==> src/logic/idl_consts.vh <==
`ifndef IDL_CONSTS_VH
`define IDL_CONSTS_VH

// ==================================================
// Lockout state machine
`define IDL_ST_NORMAL 2'h0
`define IDL_ST_MISMATCH 2'h1
`define IDL_ST_LOCKOUT 2'h2

// ==================================================
// LED colour codes: off, green, red, yellow
`define IDL_LED_OFF 2'h0
`define IDL_LED_GREEN 2'h1
`define IDL_LED_RED 2'h2
`define IDL_LED_YELLOW 2'h3

// ==================================================
// Blink and ready timing
`define IDL_CLK_MHZ 125
`define IDL_BLINK_FAST_MS 100
`define IDL_BLINK_SLOW_MS 500
`define IDL_READY_US 10

// ==================================================
// Diagnostics frame: 8 data bits, LSB first
`define IDL_DIAG_BITS 8
`define IDL_DIAG_BIT_US 10
`define IDL_CMD_STATUS 8'h01
`define IDL_CMD_SERIAL 8'h02
`define IDL_CMD_TEACH 8'h03
`define IDL_CMD_NAME 8'h04

`endif

==> src/logic/idl_diag_port.v <==
`timescale 1ns/1ps
`include "idl_consts.vh"

// Serial diagnostics responder: receives a command byte, sends one reply byte
module idl_diag_port #(
    parameter BIT_CYCLES = 1250
) (
    input wire clk_i,
    input wire srst_i,
    input wire enable_i,
    input wire rx_i,
    input wire [7:0] status_i,
    input wire [7:0] serial_i,
    input wire [7:0] teach_left_i,
    input wire [7:0] name_i,
    output reg tx_o,
    output reg busy_o
);
    reg rx_prev;
    reg [31:0] cnt;
    reg [3:0] bitn;
    reg [7:0] shreg;
    reg txing;
    reg rxing;
    reg [7:0] next_reply;

    // Reply lookup
    always @* begin
        case (shreg)
            `IDL_CMD_STATUS: next_reply = status_i;
            `IDL_CMD_SERIAL: next_reply = serial_i;
            `IDL_CMD_TEACH: next_reply = teach_left_i;
            `IDL_CMD_NAME: next_reply = name_i;
            default: next_reply = 8'hff;
        endcase
    end

    // Receive start on falling rx, then send reply bits LSB first
    always @(posedge clk_i) begin
        if (srst_i || !enable_i) begin
            rx_prev <= 1'b1;
            cnt <= 32'h0;
            bitn <= 4'h0;
            shreg <= 8'h00;
            txing <= 1'b0;
            rxing <= 1'b0;
            tx_o <= 1'b1;
            busy_o <= 1'b0;
        end else begin
            rx_prev <= rx_i;
            busy_o <= rxing | txing;
            if (!rxing && !txing) begin
                tx_o <= 1'b1;
                if (rx_prev && !rx_i) begin
                    rxing <= 1'b1;
                    cnt <= BIT_CYCLES + BIT_CYCLES / 2 - 1; // Middle of bit 0
                    bitn <= 4'h0;
                end
            end else if (cnt != 32'h0) begin
                cnt <= cnt - 32'h1;
            end else if (rxing) begin
                shreg <= {rx_i, shreg[7:1]};
                cnt <= BIT_CYCLES - 1; // Zero count is one cycle of the bit
                if (bitn == `IDL_DIAG_BITS - 1) begin
                    rxing <= 1'b0;
                    txing <= 1'b1;
                    bitn <= 4'hf;
                end else begin
                    bitn <= bitn + 4'h1;
                end
            end else begin
                cnt <= BIT_CYCLES - 1;
                if (bitn == 4'hf) begin
                    tx_o <= 1'b0; // Start bit
                    shreg <= next_reply;
                    bitn <= 4'h0;
                end else if (bitn == `IDL_DIAG_BITS) begin
                    tx_o <= 1'b1;
                    txing <= 1'b0;
                end else begin
                    tx_o <= shreg[0];
                    shreg <= {1'b0, shreg[7:1]};
                    bitn <= bitn + 4'h1;
                end
            end
        end
    end
endmodule

==> src/logic/idl_interlock.v <==
`timescale 1ns/1ps
`include "idl_consts.vh"

module idl_interlock #(
    parameter READY_CYCLES = `IDL_READY_US * `IDL_CLK_MHZ,
    parameter FAST_CYCLES = `IDL_BLINK_FAST_MS * 1000 * `IDL_CLK_MHZ,
    parameter SLOW_CYCLES = `IDL_BLINK_SLOW_MS * 1000 * `IDL_CLK_MHZ,
    parameter BIT_CYCLES = `IDL_DIAG_BIT_US * `IDL_CLK_MHZ,
    // Arbitrary identity values
    parameter [7:0] SERIAL_NUMBER = 8'h5a,
    parameter [7:0] ACTUATOR_NAME = 8'h3c
) (
    input wire clk_i,
    input wire srst_i,
    input wire actuator_present_i,
    input wire safety_in_ch1_i,
    input wire safety_in_ch2_i,
    input wire chain_diagnostics_mode_i,
    input wire diag_in_i,
    input wire [7:0] teach_left_i,
    output reg safety_out_ch1_o,
    output reg safety_out_ch2_o,
    output reg status_diag_out_o,
    output reg [1:0] device_led_o,
    output reg [1:0] input_led_o,
    output wire ready_o,
    output wire diag_busy_o
);
    // ==================================================
    // Input synchronisers, two stages each
    reg [4:0] sync1;
    reg [4:0] sync2;
    // Safety and presence reset low, diagnostic line idle high
    always @(posedge clk_i) begin
        if (srst_i) begin
            sync1 <= 5'h10;
            sync2 <= 5'h10;
        end else begin
            sync1 <= {diag_in_i, chain_diagnostics_mode_i, actuator_present_i,
                      safety_in_ch2_i, safety_in_ch1_i};
            sync2 <= sync1;
        end
    end
    wire in1 = sync2[0];
    wire in2 = sync2[1];
    wire present = sync2[2];
    wire diag_mode = sync2[3];
    wire diag_rx = sync2[4];

    // ==================================================
    // Ready delay after reset (power-up)
    reg [31:0] ready_cnt;
    reg ready;
    always @(posedge clk_i) begin
        if (srst_i) begin
            ready_cnt <= 32'h0;
            ready <= 1'b0;
        end else if (!ready) begin
            ready_cnt <= ready_cnt + 32'h1;
            ready <= (ready_cnt >= READY_CYCLES - 1);
        end
    end
    assign ready_o = ready;

    // ==================================================
    // Input plausibility state machine
    reg [1:0] state;
    reg [1:0] next_state;
    reg prev1;
    reg prev2;
    reg fell1; // Which channel is currently low
    reg next_fell1;
    // Next state from synchronised levels
    always @* begin
        next_state = state;
        next_fell1 = fell1;
        case (state)
            `IDL_ST_NORMAL: begin
                if (prev1 && prev2 && !in1 && in2) begin
                    next_state = `IDL_ST_MISMATCH;
                    next_fell1 = 1'b1;
                end else if (prev1 && prev2 && in1 && !in2) begin
                    next_state = `IDL_ST_MISMATCH;
                    next_fell1 = 1'b0;
                end
            end
            `IDL_ST_MISMATCH: begin
                if (!in1 && !in2)
                    next_state = `IDL_ST_NORMAL;
                else if (in1 && in2)
                    next_state = `IDL_ST_LOCKOUT;
                else if (fell1 ? in1 : in2)
                    next_fell1 = ~fell1; // Other channel is now the low one
            end
            `IDL_ST_LOCKOUT: begin
                if (!in1 && !in2)
                    next_state = `IDL_ST_NORMAL;
            end
            default: next_state = `IDL_ST_NORMAL;
        endcase
    end
    // State register and previous input levels
    always @(posedge clk_i) begin
        if (srst_i) begin
            state <= `IDL_ST_NORMAL;
            fell1 <= 1'b0;
            prev1 <= 1'b0;
            prev2 <= 1'b0;
        end else begin
            prev1 <= in1;
            prev2 <= in2;
            if (ready) begin
                state <= next_state;
                fell1 <= next_fell1;
            end
        end
    end

    // ==================================================
    // Safety outputs
    wire locked = (state == `IDL_ST_LOCKOUT);
    // Lockout entered this cycle gates outputs at once, no one-cycle pulse
    wire lock_next = (next_state == `IDL_ST_LOCKOUT);
    always @(posedge clk_i) begin
        if (srst_i || !ready) begin
            safety_out_ch1_o <= 1'b0;
            safety_out_ch2_o <= 1'b0;
        end else begin
            safety_out_ch1_o <= present & in1 & ~lock_next;
            safety_out_ch2_o <= present & in2 & ~lock_next;
        end
    end

    // ==================================================
    // Diagnostics responder, restarts on every reset
    wire diag_tx;
    wire [7:0] diag_status = {4'h0, locked, safety_out_ch2_o, safety_out_ch1_o, present};
    idl_diag_port #(
        .BIT_CYCLES(BIT_CYCLES)
    ) u_diag (
        .clk_i(clk_i),
        .srst_i(srst_i),
        .enable_i(ready & diag_mode),
        .rx_i(diag_rx),
        .status_i(diag_status),
        .serial_i(SERIAL_NUMBER),
        .teach_left_i(teach_left_i),
        .name_i(ACTUATOR_NAME),
        .tx_o(diag_tx),
        .busy_o(diag_busy_o)
    );

    // Status output: presence or diag data
    always @(posedge clk_i) begin
        if (srst_i || !ready)
            status_diag_out_o <= 1'b0;
        else if (diag_mode)
            status_diag_out_o <= diag_tx;
        else
            status_diag_out_o <= present;
    end

    // ==================================================
    // Blink timebases and LEDs
    reg [31:0] fast_cnt;
    reg [31:0] slow_cnt;
    reg fast_ph;
    reg slow_ph;
    // Free-running blink phase generators
    always @(posedge clk_i) begin
        if (srst_i) begin
            fast_cnt <= 32'h0;
            slow_cnt <= 32'h0;
            fast_ph <= 1'b0;
            slow_ph <= 1'b0;
        end else begin
            fast_cnt <= (fast_cnt >= FAST_CYCLES - 1) ? 32'h0 : fast_cnt + 32'h1;
            slow_cnt <= (slow_cnt >= SLOW_CYCLES - 1) ? 32'h0 : slow_cnt + 32'h1;
            if (fast_cnt >= FAST_CYCLES - 1)
                fast_ph <= ~fast_ph;
            if (slow_cnt >= SLOW_CYCLES - 1)
                slow_ph <= ~slow_ph;
        end
    end

    // LED patterns per plausibility state
    always @(posedge clk_i) begin
        if (srst_i || !ready) begin
            device_led_o <= `IDL_LED_OFF;
            input_led_o <= `IDL_LED_OFF;
        end else begin
            case (state)
                `IDL_ST_MISMATCH: begin
                    device_led_o <= slow_ph ? `IDL_LED_RED : `IDL_LED_OFF;
                    input_led_o <= fast_ph ? `IDL_LED_YELLOW : `IDL_LED_OFF;
                end
                `IDL_ST_LOCKOUT: begin
                    device_led_o <= slow_ph ? `IDL_LED_RED : `IDL_LED_OFF;
                    input_led_o <= slow_ph ? `IDL_LED_YELLOW : `IDL_LED_OFF;
                end
                default: begin
                    device_led_o <= `IDL_LED_GREEN;
                    input_led_o <= (in1 & in2) ? `IDL_LED_YELLOW : `IDL_LED_OFF;
                end
            endcase
        end
    end
endmodule
==> config.mk <==
export PLATFORM = sky130hd
export DESIGN_NAME = idl_interlock
export DESIGN_NICKNAME = d
export VERILOG_FILES = /design/src/logic/idl_diag_port.v /design/src/logic/idl_interlock.v
export VERILOG_INCLUDE_DIRS = /design/src /design/src/logic
export SDC_FILE = /design/constraint.sdc
export NUM_CORES = 1
export LEC_CHECK = 0
export BUFFER_PORTS_ARGS = -buffer_cell sky130_fd_sc_hd__buf_4
export CORE_MARGIN = 3
export CORE_UTILIZATION = 66
export DETAILED_ROUTE_END_ITERATION = 8
export PLACE_DENSITY = 0.84
export SYNTH_ARGS = -nofsm -noshare
export SYNTH_HDL_FRONTEND = slang
export SYNTH_SLANG_ARGS = --single-unit
==> constraint.sdc <==
create_clock -name clk_i -period 6 [get_ports clk_i]
set_input_delay 0.3 -clock clk_i [delete_from_list [all_inputs] [get_ports clk_i]]
set_output_delay 0.3 -clock clk_i [all_outputs]
set_load 0.02 [all_outputs]
==> flow_metrics.tcl <==
set metrics [dict create \
    whs_path_depth 2 \
    syn-cell-area_mm2 0.00773 \
    slew-limit-headroom_pct 33.6 \
    cap_violations 0 \
    synth.mux.area_fraction_pct 1.44 \
    utilization_pct 76.7 \
    dp_cells 1034 \
    syn_area_per_cell_um2 8.59 \
    fin_crit_sh_pct 48.8 \
    routed_via_density 6.19 \
    ys_async_sr_fraction_pct 0 \
    synth-xor-area-share_pct 8.50 \
    gp_congestion 0.880 \
    synth_edf_count 0 \
    use_met3_pct 7.19 \
    mostFrequentLayoutCells "dfxtp_1 (168), nor2_1 (124), nand2_1 (58)" \
    drt_iter0_markers 831 \
    setup_viol 0 \
    cts_tree "done" \
    p_per_area_mw_per_mm2 261 \
    core_area_mm2 0.0111 \
    rsz0062_at_grt "false" \
    setup_tns_ps 0 \
    cts_sinks 168 \
    cts_root_buffer "clkbuf_16" \
    setup_ws_ps 3070 \
    place.port_buffers 23 \
    synth_seq_cells 168 \
    met2_usage_pct 44.1 \
    p_leak_nw 3.08 \
    synthSimpleGateAreaFrac_pct 29.3 \
    routed_wl_um 16700 \
    post-route-min-period_ps 2930 \
    initial_core_util_pct 69.5 \
    finalPower_mw 2.23 \
    ys_warn_count 0 \
    vias 6600 \
    drive_gt1_share_pct 7.99 \
    clkSlewWorstSetupHoldPaths_ps 70 \
    grt_max_degree 57 \
    cts_resized 0 \
    worstPathRequired_ps 6370 \
    stdcell_count 1066 \
    worst-path-max-fanout 26 \
    cts_buffer_depth 2 \
    worst-r2r-cell-count 6 \
    place_ws_ps 2930 \
    grt_util_met1_pct 34.0 \
    drtAntennaViolNets 0 \
    crit_path_start_kind "flip-flop" \
    nets 940 \
    cts_buffers 17 \
    synthAdderAreaFrac_pct 1.94 \
    dieArea_mm2 0.0130 \
    critPathArrivalTime_ps 3300 \
    placementRows 38 \
    fin_skew_ps 8.16 \
    synth_top_family_by_area "simple AND/OR/NAND/NOR gates" \
    hold_buffers 0 \
    overflow 0 \
    grt_pass1_wl_um 28900 \
    drc 0 \
    tightest_slew_ps 987 \
    critPathKind "flip-flop to flip-flop" \
    antenna_found_initial 0 \
    grt_use_total_pct 26.9 \
    dieHeight_um 114 \
    top_level_ports 24 \
    first_pass_iters 7 \
    ys_seq_area_share_pct 43.5 \
    area_growth_pct 10.5 \
    diodes 0 \
    clk_latency_ps 430 \
    outcome "complete, no violations" \
    drv_slew 0 \
    final_common_cell "dfxtp_1" \
    hpwl_um 11000 \
    syn_inst 900 \
    crit_path_end_kind "flip-flop" \
    max_freq_mhz 342 \
    ir_worst_vdd_mv 0.331 \
    synth_cell_type_count 73 \
    synth_flop_cell "dfxtp_1" \
    hold_class "input port to flip-flop" \
    grt_pass1_vias 6226 \
    top_usage_layer "met2" \
    synth_compound_area_share_pct 11.7 \
    post_drt_wl_per_cell_um 15.7 \
    htreeDepth 4 \
    fillers 789 \
    finalHoldViolCount 0 \
    die_w_um 114 \
    post_cts_buffers 0 \
]
-- layer usage --
metal,vias to the layer above,wire (um)
met5,-,0
met3,39,846
met1,3114,7380
met2,197,8170
li1,3250,-
met4,0,318
-- registers in the layout (all words and copies together) (netlist names), 4 cells and up --
name          count
ready_cnt        32
slow_cnt         32
u_diag.shreg      8
u_diag.bitn       4
u_diag.cnt       32
sync2             5
sync1             5
fast_cnt         32
-- area by class of cell --
class / instances / area [um^2] / area share (%)
inverters: 26 / 97.6 / 1.14
well taps: 140 / 175 / 2.05
flip-flops and latches: 168 / 3360 / 39.4
clock buffers: 21 / 470 / 5.51
clock inverters: 11 / 114 / 1.33
multi-input cells: 676 / 4140 / 48.5
repair buffers: 24 / 180 / 2.11
-- cell families after synthesis --
logic type      after synthesis
other cells                   1
simple gates                427
fa+ha+maj                    12
compound gates              137
flops                       168
mux                          11
xor+xnor                     75
buf+inv                      69
-- power by group --
| part | switching (mW) | total, mW | internal (mW) |
|---|---|---|---|
| sequential | 0.00725 | 1.13 | 1.13 |
| combinational | 0.0158 | 0.0305 | 0.0146 |
| clock | 0.457 | 1.07 | 0.611 |
| total | 0.480 | 2.23 | 1.75 |
-- synthesized netlist by cell type (7+ instances only) --
cell	count	area share, %
clkbuf_1	37	1.8
nand2b_1	7	0.57
and3_1	14	1.1
and4_1	12	1.4
nor4_1	29	2.3
xnor2_1	37	4.2
a21oi_1	37	2.4
nand2_1	58	2.8
or2_2	8	0.65
nand3_1	42	2.7
nor3_1	28	1.8
dfxtp_1	168	44
nand4_1	26	2.1
nor2b_1	19	1.5
mux2i_1	10	1.3
or3_1	16	1.3
or4_1	9	0.87
inv_1	25	1.2
xor2_1	38	4.3
o31ai_1	8	0.78
o21ai_0	27	1.7
a31oi_1	14	1.1
ha_1	12	1.9
nor2_1	124	6.0
-- stage by stage --
step           instance area (um^2)  hold WS (ps)
3_3_place_gp                   7950           404
6_report                       8540          67.5
5_1_grt                        8540          50.7
2_1_floorplan                  7780           389
4_1_cts                        8540          54.3
3_5_place_dp                   7950           403
-- critical path, cell delays in order (launching register included) --
cell,delay (ps)
dfxtp_1,640
and3b_1,530
nand2_1,480
clkinv_1,590
nand2_1,170
o41a_1,390
nand2_1,60
-- path summary, 6_finish.rpt --
check / start / endpoint / slack (ps)
min: diag_in_i / sync1[4]$_SDFF_PP1_ / 70
max reg2reg: ready_o$_SDFF_PP0_ / u_diag.cnt[28]$_SDFFE_PP0P_ / 3070
max: ready_o$_SDFF_PP0_ / u_diag.cnt[28]$_SDFFE_PP0P_ / 3070
min reg2reg: sync1[4]$_SDFF_PP1_ / sync2[4]$_SDFF_PP1_ / 420
Power figures use the tool's default switching activity.
